**src/include/cpu_irq_map.svh**
```systemverilog
// Purpose: Addresses, bit positions, reset values and timing for the interrupt unit
// Assumes: 12-bit register address, bank 31 starts at 0xF80
// Notes:   Summary of operation follows
`ifndef CPU_IRQ_MAP_SVH
`define CPU_IRQ_MAP_SVH

`define IRQ_ADDR_W          12
`define IRQ_CTRL_ADDR       12'h00B
`define IRQ_OPTION_ADDR     12'h095
`define IRQ_SHADOW_BASE     12'hFE4
`define IRQ_SHADOW_LAST     12'hFEB

`define IRQ_CTRL_RESET      8'h00
`define IRQ_OPTION_RESET    8'h00
`define IRQ_BIT_GLB_EN      7
`define IRQ_BIT_PER_EN      6
`define IRQ_BIT_T0IE        5
`define IRQ_BIT_EXTIE       4
`define IRQ_BIT_CHG_EN      3
`define IRQ_BIT_T0IF        2
`define IRQ_BIT_EXTIF       1
`define IRQ_BIT_CHG_SUM     0
`define IRQ_BIT_EDGE        6

`define IRQ_STATUS_KEEP     8'hE7
`define IRQ_VECTOR          15'h0004
`define IRQ_PHASE_Q1        2'h0
`define IRQ_PHASE_Q4        2'h3
`define IRQ_SHADOW_WORDS    8

`endif

```
**src/include/cpu_irq_pkg.sv**
```systemverilog
// Purpose: Types shared by the interrupt unit files
// Assumes: Nothing beyond the map header
// Notes:   Constants live in cpu_irq_map.svh
package cpu_irq_pkg;
    typedef logic [7:0]  ctx_byte_t;
    typedef logic [14:0] pc_t;
    typedef logic [1:0]  phase_t;
    typedef logic [2:0]  shadow_idx_t;

    typedef enum logic [1:0] {
        ST_RUN   = 2'b00,
        ST_FLUSH = 2'b01,
        ST_FETCH = 2'b10
    } seq_state_t;
endpackage

```
**src/rtl/context_shadow.sv**
```systemverilog
// Purpose: Shadow store for saved core context
// Assumes: Save and software write never in the same cycle
// Notes:   Read data registered; all words also visible in parallel
`timescale 1ns/100ps
`default_nettype none
`include "cpu_irq_map.svh"

module context_shadow
    import cpu_irq_pkg::*;
#(
    parameter int WORDS = `IRQ_SHADOW_WORDS
)(
    input  wire logic                    sys_clk,
    input  wire logic                    arst_n,
    input  wire logic                    save,
    input  wire logic [WORDS*8-1:0]      save_data,
    input  wire logic                    wr_en,
    input  wire cpu_irq_pkg::shadow_idx_t wr_idx,
    input  wire cpu_irq_pkg::ctx_byte_t  wr_data,
    input  wire cpu_irq_pkg::shadow_idx_t rd_idx,
    output logic [7:0]                   rd_data,
    output logic [WORDS*8-1:0]           all_data
);
    logic [WORDS*8-1:0] mem_q;
    logic [WORDS*8-1:0] mem_d;
    logic [7:0]         rd_q;
    logic [7:0]         rd_d;

    always_comb
    begin
        mem_d = mem_q;
        if (save)
            mem_d = save_data;
        else if (wr_en)
            mem_d[wr_idx*8 +: 8] = wr_data;
        rd_d = mem_q[rd_idx*8 +: 8];
    end

    always_ff @(posedge sys_clk or negedge arst_n)
    begin
        if (!arst_n)
        begin
            mem_q <= '0;
            rd_q  <= 8'h00;
        end
        else
        begin
            mem_q <= mem_d;
            rd_q  <= rd_d;
        end
    end

    assign rd_data  = rd_q;
    assign all_data = mem_q;
endmodule
`default_nettype wire

```
**src/rtl/cpu_interrupt_unit.sv**
```systemverilog
// Purpose: Interrupt flags, enables, latency sequencing and context shadowing
// Assumes: Sequencer pulses instr_end in phase Q4 of the last cycle of an instruction
// Notes:   Four sys_clk cycles make one instruction cycle, Q1 to Q4
//
// Added by the designer: the address map and the address-and-strobe port.
`timescale 1ns/100ps
`default_nettype none
`include "cpu_irq_map.svh"

module cpu_interrupt_unit
    import cpu_irq_pkg::*;
(
    input  wire logic                     sys_clk,
    input  wire logic                     arst_n,
    input  wire logic [`IRQ_ADDR_W-1:0]   reg_addr,
    input  wire logic [7:0]               reg_wdata,
    input  wire logic                     reg_wr,
    input  wire logic                     reg_rd,
    output logic [7:0]                    reg_rdata,
    input  wire logic                     ext_pin,
    input  wire logic                     timer_zero_overflow,
    input  wire logic [7:0]               port_b_change_flags,
    input  wire logic                     periph_irq_pending,
    input  wire logic                     periph_async_pending,
    input  wire logic                     instr_end,
    input  wire logic                     sleeping,
    input  wire logic                     irq_return_exec,
    input  wire cpu_irq_pkg::ctx_byte_t   live_w,
    input  wire cpu_irq_pkg::ctx_byte_t   live_status,
    input  wire cpu_irq_pkg::ctx_byte_t   live_bank_select,
    input  wire cpu_irq_pkg::ctx_byte_t   live_fsr0_lo,
    input  wire cpu_irq_pkg::ctx_byte_t   live_fsr0_hi,
    input  wire cpu_irq_pkg::ctx_byte_t   live_fsr1_lo,
    input  wire cpu_irq_pkg::ctx_byte_t   live_fsr1_hi,
    input  wire cpu_irq_pkg::ctx_byte_t   live_pc_high_latch,
    output cpu_irq_pkg::phase_t           phase,
    output logic                          irq_take,
    output logic                          stack_push,
    output logic                          stack_pop,
    output logic                          flush_prefetch,
    output logic                          nop_insert,
    output logic                          pc_load,
    output cpu_irq_pkg::pc_t              pc_load_value,
    output logic                          ctx_restore,
    output cpu_irq_pkg::ctx_byte_t        rest_w,
    output cpu_irq_pkg::ctx_byte_t        rest_status,
    output cpu_irq_pkg::ctx_byte_t        rest_bank_select,
    output cpu_irq_pkg::ctx_byte_t        rest_fsr0_lo,
    output cpu_irq_pkg::ctx_byte_t        rest_fsr0_hi,
    output cpu_irq_pkg::ctx_byte_t        rest_fsr1_lo,
    output cpu_irq_pkg::ctx_byte_t        rest_fsr1_hi,
    output cpu_irq_pkg::ctx_byte_t        rest_pc_high_latch,
    output logic                          wake_req
);
    import cpu_irq_pkg::*;

    function automatic logic in_shadow(input logic [`IRQ_ADDR_W-1:0] a);
        in_shadow = (a >= `IRQ_SHADOW_BASE) && (a <= `IRQ_SHADOW_LAST);
    endfunction

    function automatic shadow_idx_t shadow_index(input logic [`IRQ_ADDR_W-1:0] a);
        logic [`IRQ_ADDR_W-1:0] diff;
        diff = a - `IRQ_SHADOW_BASE;
        shadow_index = diff[2:0];
    endfunction

    // Registers
    logic [7:0]  ctrl_q, ctrl_d;
    logic [7:0]  option_q, option_d;
    phase_t      phase_q, phase_d;
    seq_state_t  state_q, state_d;
    logic [1:0]  pin_sync_q, pin_sync_d;
    logic        pin_prev_q, pin_prev_d;
    logic        edge_pend_q, edge_pend_d;
    logic        req_q, req_d;
    logic        sleep_prev_q, sleep_prev_d;
    logic        wake_hold_q, wake_hold_d;
    logic        take_q, take_d;
    logic        restore_q, restore_d;
    logic [1:0]  rsel_q, rsel_d;
    logic [7:0]  rdata_q, rdata_d;

    // Combinational helpers
    logic        ioc_summary;
    logic        edge_seen;
    logic        edge_window;
    logic        ctrl_wr;
    logic        take_now;
    logic        irq_active;
    logic        shadow_wr;
    logic [7:0]  shadow_rd;
    logic [63:0] shadow_all;
    logic [63:0] shadow_save;

    assign ioc_summary = |port_b_change_flags;

    assign edge_seen = option_q[`IRQ_BIT_EDGE] ? (pin_sync_q[1] & ~pin_prev_q)
                                               : (~pin_sync_q[1] & pin_prev_q);

    // flag may set in Q4 through Q1
    assign edge_window = (phase_q == `IRQ_PHASE_Q4) || (phase_q == `IRQ_PHASE_Q1);

    assign ctrl_wr   = reg_wr && (reg_addr == `IRQ_CTRL_ADDR);
    assign shadow_wr = reg_wr && in_shadow(reg_addr);

    // global, own and peripheral enables gate the request
    // external source needs its own enable
    assign irq_active = ctrl_q[`IRQ_BIT_GLB_EN] &&
                        ((ctrl_q[`IRQ_BIT_T0IE]  && ctrl_q[`IRQ_BIT_T0IF])  ||
                         (ctrl_q[`IRQ_BIT_EXTIE] && ctrl_q[`IRQ_BIT_EXTIF]) ||
                         (ctrl_q[`IRQ_BIT_CHG_EN] && ioc_summary)           ||
                         (ctrl_q[`IRQ_BIT_PER_EN] && periph_irq_pending));

    // take at end of instruction after a Q1 sample
    // hold off while the post-sleep instruction runs
    assign take_now = (state_q == ST_RUN) && (phase_q == `IRQ_PHASE_Q4) && instr_end &&
                      req_q && !wake_hold_q && !sleep_prev_q && ctrl_q[`IRQ_BIT_GLB_EN];

    // Phase counter and pin tracking
    always_comb
    begin
        phase_d      = phase_t'(phase_q + 2'h1);
        pin_sync_d   = {pin_sync_q[0], ext_pin};
        pin_prev_d   = pin_sync_q[1];
        sleep_prev_d = sleeping;
        // asynchronous pin passes synchroniser then waits for window
        edge_pend_d  = edge_pend_q;
        if (edge_seen)
            edge_pend_d = 1'b1;
        else if (edge_window)
            edge_pend_d = 1'b0;
        req_d = req_q;
        if (phase_q == `IRQ_PHASE_Q1)
            req_d = irq_active;
        else if (!ctrl_q[`IRQ_BIT_GLB_EN])
            req_d = 1'b0;
        // wake resumes, vector only follows through normal take
        wake_hold_d = wake_hold_q;
        if (sleep_prev_q && !sleeping)
            wake_hold_d = 1'b1;
        else if (instr_end && (phase_q == `IRQ_PHASE_Q4))
            wake_hold_d = 1'b0;
    end

    always_ff @(posedge sys_clk or negedge arst_n)
    begin
        if (!arst_n)
        begin
            phase_q      <= `IRQ_PHASE_Q1;
            pin_sync_q   <= 2'b00;
            pin_prev_q   <= 1'b0;
            sleep_prev_q <= 1'b0;
            edge_pend_q  <= 1'b0;
            req_q        <= 1'b0;
            wake_hold_q  <= 1'b0;
        end
        else
        begin
            phase_q      <= phase_d;
            pin_sync_q   <= pin_sync_d;
            pin_prev_q   <= pin_prev_d;
            sleep_prev_q <= sleep_prev_d;
            edge_pend_q  <= edge_pend_d;
            req_q        <= req_d;
            wake_hold_q  <= wake_hold_d;
        end
    end

    // Control and option registers
    always_comb
    begin
        ctrl_d   = ctrl_q;
        option_d = option_q;
        if (ctrl_wr)
            ctrl_d[7:1] = reg_wdata[7:1];
        if (reg_wr && (reg_addr == `IRQ_OPTION_ADDR))
            option_d = reg_wdata;
        // flags set regardless of enables, set beats clear
        if (timer_zero_overflow)
            ctrl_d[`IRQ_BIT_T0IF] = 1'b1;
        if ((edge_seen || edge_pend_q) && edge_window)
            ctrl_d[`IRQ_BIT_EXTIF] = 1'b1;
        if (take_now)
            ctrl_d[`IRQ_BIT_GLB_EN] = 1'b0;
        // global enable set again on return
        else if (irq_return_exec)
            ctrl_d[`IRQ_BIT_GLB_EN] = 1'b1;
        ctrl_d[`IRQ_BIT_CHG_SUM] = 1'b0;
    end

    always_ff @(posedge sys_clk or negedge arst_n)
    begin
        if (!arst_n)
        begin
            ctrl_q   <= `IRQ_CTRL_RESET;
            option_q <= `IRQ_OPTION_RESET;
        end
        else
        begin
            ctrl_q   <= ctrl_d;
            option_q <= option_d;
        end
    end

    // Redirect sequencer
    always_comb
    begin
        state_d   = state_q;
        take_d    = take_now;
        restore_d = irq_return_exec;
        unique case (state_q)
            ST_RUN:
                if (take_now)
                    state_d = ST_FLUSH;
            ST_FLUSH:
                if (phase_q == `IRQ_PHASE_Q4)
                    state_d = ST_FETCH;
            // second dummy cycle covers vector fetch
            ST_FETCH:
                if (phase_q == `IRQ_PHASE_Q4)
                    state_d = ST_RUN;
            default:
                state_d = ST_RUN;
        endcase
    end

    always_ff @(posedge sys_clk or negedge arst_n)
    begin
        if (!arst_n)
        begin
            state_q   <= ST_RUN;
            take_q    <= 1'b0;
            restore_q <= 1'b0;
        end
        else
        begin
            state_q   <= state_d;
            take_q    <= take_d;
            restore_q <= restore_d;
        end
    end

    // flush, push and vector load on entry
    assign irq_take       = take_q;
    assign flush_prefetch = take_q;
    assign stack_push     = take_q;
    assign pc_load        = take_q;
    assign pc_load_value  = `IRQ_VECTOR;
    assign nop_insert     = (state_q != ST_RUN);
    assign stack_pop      = restore_q;
    assign ctx_restore    = restore_q;
    assign phase          = phase_q;

    // relies on firmware enabling the source first
    assign wake_req = sleeping &&
                      ((ctrl_q[`IRQ_BIT_EXTIE] && ctrl_q[`IRQ_BIT_EXTIF]) ||
                       (ctrl_q[`IRQ_BIT_CHG_EN] && ioc_summary)           ||
                       (ctrl_q[`IRQ_BIT_PER_EN] && periph_async_pending));

    // context captured with timeout and power-down masked
    assign shadow_save = {live_pc_high_latch, live_fsr1_hi, live_fsr1_lo, live_fsr0_hi,
                          live_fsr0_lo, live_bank_select,
                          live_status & `IRQ_STATUS_KEEP, live_w};

    context_shadow #(
        .WORDS     (`IRQ_SHADOW_WORDS)
    ) u_shadow (
        .sys_clk   (sys_clk),
        .arst_n    (arst_n),
        .save      (take_now),
        .save_data (shadow_save),
        .wr_en     (shadow_wr),
        .wr_idx    (shadow_index(reg_addr)),
        .wr_data   (reg_wdata),
        .rd_idx    (shadow_index(reg_addr)),
        .rd_data   (shadow_rd),
        .all_data  (shadow_all)
    );

    // restore values come straight from shadows
    assign rest_w             = shadow_all[7:0];
    assign rest_status        = shadow_all[15:8];
    assign rest_bank_select   = shadow_all[23:16];
    assign rest_fsr0_lo       = shadow_all[31:24];
    assign rest_fsr0_hi       = shadow_all[39:32];
    assign rest_fsr1_lo       = shadow_all[47:40];
    assign rest_fsr1_hi       = shadow_all[55:48];
    assign rest_pc_high_latch = shadow_all[63:56];

    // Read path, data one cycle after strobe
    always_comb
    begin
        rsel_d  = 2'b00;
        rdata_d = 8'h00;
        if (reg_rd)
        begin
            if (reg_addr == `IRQ_CTRL_ADDR)
            begin
                rsel_d  = 2'b01;
                rdata_d = {ctrl_q[7:1], ioc_summary};
            end
            else if (reg_addr == `IRQ_OPTION_ADDR)
            begin
                rsel_d  = 2'b01;
                rdata_d = option_q;
            end
            else if (in_shadow(reg_addr))
                rsel_d = 2'b10;
        end
    end

    always_ff @(posedge sys_clk or negedge arst_n)
    begin
        if (!arst_n)
        begin
            rsel_q  <= 2'b00;
            rdata_q <= 8'h00;
        end
        else
        begin
            rsel_q  <= rsel_d;
            rdata_q <= rdata_d;
        end
    end

    assign reg_rdata = (rsel_q == 2'b10) ? shadow_rd : rdata_q;
endmodule
`default_nettype wire

```
**config.mk**
```make
export PLATFORM = sky130hd
export DESIGN_NAME = cpu_interrupt_unit
export DESIGN_NICKNAME = d
export VERILOG_FILES = /design/src/include/cpu_irq_pkg.sv /design/src/rtl/context_shadow.sv /design/src/rtl/cpu_interrupt_unit.sv
export VERILOG_INCLUDE_DIRS = /design/src /design/src/include
export SDC_FILE = /design/constraint.sdc
export NUM_CORES = 1
export LEC_CHECK = 0
export BUFFER_PORTS_ARGS = -buffer_cell sky130_fd_sc_hd__buf_4
export CORE_UTILIZATION = 57
export CTS_BUF_LIST = sky130_fd_sc_hd__clkbuf_2
export CTS_CLUSTER_DIAMETER = 150
export CTS_CLUSTER_SIZE = 30
export DETAILED_ROUTE_END_ITERATION = 10
export HOLD_SLACK_MARGIN = 0.02
export PLACE_DENSITY = 0.88
export SLEW_MARGIN = 20
export SYNTH_ARGS = -nofsm -noshare
export SYNTH_HDL_FRONTEND = slang
export SYNTH_SLANG_ARGS = --single-unit
```
**constraint.sdc**
```tcl
create_clock -name sys_clk -period 3.5 [get_ports sys_clk]
set_input_delay 0.175 -clock sys_clk [delete_from_list [all_inputs] [get_ports sys_clk]]
set_output_delay 0.175 -clock sys_clk [all_outputs]
set_load 0.02 [all_outputs]
```
After elaboration in Yosys (flattened, before gate mapping) --
Index checks and enable logic that the tools add are counted.
Operators by class: add/sub/neg operators 3, $lt $le $gt $ge 2, eq/ne operators 10, shifts and indexed selects 3, multiplexer cells 27, bitwise gates (word level) 4, reduce and logical (&&, ||, !) cells 41
Operators by type and width (number):
- 64-bit two-way mux | 2
- 64-bit bitwise mux | 1
- 8-bit by 34-bit variable shift with 64-bit output, first input constant | 1
- 64-bit by 7-bit variable part select with 8-bit output | 1
- 8-bit by 34-bit variable part select with 64-bit output | 1
- 6-bit negator with 34-bit output | 1
- 8-bit two-way mux | 4
- 1-bit logical AND | 20
- 2-bit two-way mux | 7
- 12-bit by 4-bit == test with 1-bit output, second input constant | 1
- 12-bit by 8-bit == test with 1-bit output, second input constant | 1
- 12-bit >= comparator, second input constant | 1
- 12-bit <= comparator, second input constant | 1
- 2-bit nonzero test | 6
- 1-bit two-way mux | 11
- 8-bit OR reduction | 1
- 1-bit logical OR | 7
- 7-bit two-way mux | 1
- 2-bit == test, second input constant | 3
- 2-bit inequality test, second input constant | 3
- 2-bit case mux with 3 select lines | 1
- 2-bit logical NOT | 2
- 1-bit logical NOT | 3
- 3-bit AND reduction | 1
- 7 further kinds | 9
Word-level totals: register bits 110, input bits 103, output and inout port bits 97, word-level logic and storage cells 109

Longest topological paths before layout --
depth after elaboration 9, mapped depth 11, depth with buffers taken out 7

By module --
From an unflattened synthesis, not the netlist that was laid out.
Unflattened totals: cells, all modules 491, area total of the unflattened synthesis 6037.0 sq um
Modules (own cells, without submodules):
- context_shadow | instances 1, cells an instance 337, area an instance 4162.7 sq um
- cpu_interrupt_unit | instances 1, cells an instance 154, area an instance 1874.3 sq um

Worst setup path after synthesis --
Ideal clock, no wire load.
path type input to register, from in reg_addr[0], to reg u_shadow.mem_q[32], in the netlist u_shadow.all_data[32], arrival time 2.432 ns, required time 3.423 ns, setup slack 0.991 ns, cell stages on the path 10, cells stage by stage buf_2 clkbuf_1 inv_1 ha_1 ha_1 clkbuf_1 inv_1 nor4_2 a31oi_1 a21oi_1
On the way: word-level cells in the longest chain between the ends 6, elaborated cells on any way between the ends 12, classes of those cells 2 x add/sub; 2 x order compare; 2 x shift; 3 x mux; 3 x reduce/logical
Ends and longest elaborated chain:
- start: declaration | RTL line cpu_interrupt_unit.sv:15 | input wire logic [`IRQ_ADDR_W-1:0] reg_addr,
- 3-bit subtractor (no line)
- 6-bit negator with 34-bit output | RTL line context_shadow.sv:35 | mem_d[wr_idx*8 +: 8] = wr_data;
- 8-bit by 34-bit variable part select with 64-bit output or 8-bit by 34-bit variable shift with 64-bit output (tied branches) | RTL line context_shadow.sv:35
- 64-bit bitwise mux | RTL line context_shadow.sv:35
- 64-bit two-way mux | RTL line context_shadow.sv:34 | else if (wr_en)
- 64-bit two-way mux | RTL line context_shadow.sv:32 | if (save)
- end signal: assignment | RTL line context_shadow.sv:48 | mem_q <= mem_d;
- end: declaration | RTL line context_shadow.sv:24 | logic [WORDS*8-1:0] mem_q;
Several ways; a longest one is shown, not always the timed one. The select of a mux whose other input is x is not followed. A chain may end at the register's enable or synchronous reset.

Final worst setup path --
from reg phase_q[0], in the netlist phase[0], to reg u_shadow.mem_q[60], in the netlist u_shadow.all_data[60]
On the way: word-level cells in the longest chain between the ends 8, elaborated cells on any way between the ends 9, classes of those cells 1 x eq/ne; 1 x mux; 7 x reduce/logical
Ends and longest elaborated chain:
- start: declaration | RTL line cpu_interrupt_unit.sv:70 | phase_t phase_q, phase_d;
- start signal: assignment | RTL line cpu_interrupt_unit.sv:149 | phase_q <= `IRQ_PHASE_Q1;
- start signal: assignment | RTL line cpu_interrupt_unit.sv:159 | phase_q <= phase_d;
- 2-bit == test (no line) *
- 1-bit logical AND * (6 in series) | RTL line cpu_interrupt_unit.sv:116 | assign take_now = (state_q == ST_RUN) && (phase_q == `IRQ_PHASE_Q4) && instr_end &&
- 64-bit two-way mux or 2-bit nonzero test (tied branches)
Every way passes the cells marked *; elsewhere a longest branch is shown, timed or not.

==> flow_metrics.tcl <==
set metrics [dict create \
    yosys.area.top_type "dfrtp_1" \
    place_hpwl_microns 14310 \
    power_density_nw_per_um2 257.5 \
    io_pins 200 \
    slew_headroom 0.4165 \
    worst_setup_path_end_kind "register" \
    worst_pin_slew_ns 0.8720 \
    synthesis.area_sq_um 6344 \
    async_flop_share 1.000 \
    netlist_top_cells_count "dfrtp_1 (110), a31oi_1 (47), and3_1 (39), clkbuf_1 (39), nor3_1 (38)" \
    dieArea_sq_um 11560 \
    nets 958 \
    synthTopCellsByArea "dfrtp_1 (43%), mux4_2 (5.7%), mux2_2 (5.0%)" \
    pre_cts_ws_ns 0.8080 \
    hold_buffers 87 \
    grt_max_degree 62 \
    max_freq_mhz 315.4 \
    ant_nets 0 \
    yosysMostFrequentCell "dfrtp_1" \
    fp-row-count 38 \
    run_status "complete, no violations" \
    routed_wirelength_microns 22290 \
    drt-initial-drc-count 836 \
    via_per_inst 6.544 \
    finalCriticalPeriod_ns 3.170 \
    routabilityCongestion 0.9466 \
    cts.sinks 110 \
    ys_ff_latch 110 \
    syn_avg_cell_area_sq_um 10.25 \
    die_y_microns 107.5 \
    drc 0 \
    gr-total-overflow 0 \
    grt_pass1_vias 6415 \
    io_buffer_count 182 \
    startpoint_type "register" \
    cp.required_ns 4.07 \
    slowest_delay_ns 0.70 \
    p_leak_nw 4.091 \
    tns_ns 0 \
    critPathMaxFanout 23 \
    critical_path_class "reg -> reg" \
    setup_viol 0 \
    drive_above_1_share 0.3134 \
    firstDrtPassIters 6 \
    cts_tree "built" \
    power.total_mw 2.217 \
    finalClockSkew_ns 0.02326 \
    drv_cap 0 \
    grt_usage 0.3971 \
    cp.arrival_ns 3.74 \
    cp_num_buf_inv 2 \
    core_sq_um 10840 \
    synth_edf_count 0 \
    ys_seq_area_frac 0.4339 \
    antenna_found_initial 0 \
    crit_slowest_cell "inv_1" \
    ff2ff_setup_slack_ns 0.33 \
    synthFlopType "dfrtp_1" \
    cts_resized 0 \
    slew_violations 0 \
    synth_top_area_share 0.4339 \
    h-tree-depth 3 \
    rsz0062_at_grt "false" \
    initial_core_util 0.5852 \
    num_antenna_cells 0 \
    cts_buffers 9 \
    die_w_microns 107.5 \
    ys_types 55 \
    cpLargestDelayFamily "buffers and inverters" \
    wire_per_inst_microns 22.47 \
    clockRootBuffer "clkbuf_2" \
    grt_pass1_wl_microns 34110 \
    synth_cells 619 \
    place_area_sq_um 7639 \
    finalWorstSetupSlack_ns 0.3298 \
    ys_warn_count 0 \
    vdd_drop_max_mv 0.2312 \
    fin_crit_sh 0.9058 \
    path_clk_slew_ns 0.29 \
    clockBufferDepth 2 \
    area_delta_synth_final_pct 35.70 \
    cp_cell_sequence "ha_1 > and4bb_2 > nand2_2 > inv_1 > a21o_1 > a2bb2oi_1 > dlygate4sd3_1" \
    holdCritPathClass "in -> reg" \
    clk_latency_ns 0.61 \
    hold_viol 0 \
    fin_area_sq_um 8608 \
    vias 6492 \
    cts_setup_buffers 0 \
]
-- per-stage QoR --
step / instances / hold WS, ns / util
finish: 992 / 0.03228 / 0.7941
global route: 992 / 0.03086 / 0.7941
CTS: 991 / 0.02127 / 0.7932
detailed placement: 888 / 0.2853 / 0.7046
global placement: 888 / 0.2846 / 0.7046
floorplan: 632 / -0.1206 / -
-- layout make-up --
class	instances	area [sq um]
clock buffer	11	55.05
fill	709	2232
sequential	110	2753
inverter	9	33.78
timing repair buffer	281	2330
clock inverter	5	33.78
multi-input combinational	436	3228
tap	140	175.2
-- worst paths after layout --
| kind | start | endpoint | depth (start not counted) |
|---|---|---|---|
| worst min-delay path | live_pc_high_latch[1] | u_shadow.all_data[57] | 4 |
| worst max-delay path | phase[0] | u_shadow.all_data[60] | 7 |
| min in group asynchronous | arst_n | u_shadow.all_data[42] | 2 |
| worst max register to register | phase[0] | u_shadow.all_data[60] | 7 |
| worst min register to register | pin_sync_q[0] | pin_sync_q[1] | 0 |
| max in group asynchronous | arst_n | u_shadow.all_data[19] | 3 |
-- registers in the layout, summed over array words and instances (netlist names), 2 cells and up --
register,cells
u_shadow.all_data,64
option_q,8
rdata_q,8
u_shadow.rd_data,8
ctrl_q,7
phase,2
pin_sync_q,2
rsel_q,2
state_q,2
-- layout by cell type, fill, tap and decap left out, drive strengths merged, types with 4 or more instances in the layout --
master / instances
buf: 193
dfrtp: 110
dlygate4sd3: 88
a31oi: 47
and3: 39
nor3: 38
nor2: 32
o22a: 30
mux2: 28
nand2: 26
mux4: 16
a2bb2oi: 16
o31ai: 16
conb: 15
o21ai: 15
nand4: 13
a21oi: 11
clkbuf: 11
nor3b: 10
inv: 10
mux2i: 9
or3: 9
a31o: 8
ha: 8
nor4: 5
nand4bb: 4
a21o: 4
-- metal layers --
layer / vias up / wire, microns / share of wire / GRT usage
met2: 542 / 10380 / 0.47 / 0.6319
met5: - / 0 / 0 / 0
li1: 2767 / - / - / -
met1: 3071 / 8129 / 0.36 / 0.5042
met3: 112 / 2453 / 0.11 / 0.07385
met4: 0 / 1329 / 0.060 / 0.2397
-- cells by family (layout without fill, tap and decap cells) --
kind of cell,Yosys count,after routing,share of synthesized area
adders and majority gates,8,8,0.01578
DFF,110,110,0.4339
buffers and inverters,86,306,0.06528
and+or+nand+nor,198,198,0.1785
muxes,53,53,0.1207
other,2,15,0.001184
xor gates and xnor gates,2,2,0.002762
AOI/OAI and AO/OA,160,160,0.1819
-- tightest hold or removal path: stages --
cell and delay (ns):
buf_4 0.08, nor3_1 0.04, a31o_2 0.21, a2bb2oi_1 0.11
-- power by group --
group	switching (mW)	internal, mW	total [mW]
sequential	0.0152	1.29	1.31
clock	0.427	0.100	0.528
combinational	0.198	0.186	0.384
(Power assumes the default switching activity.)
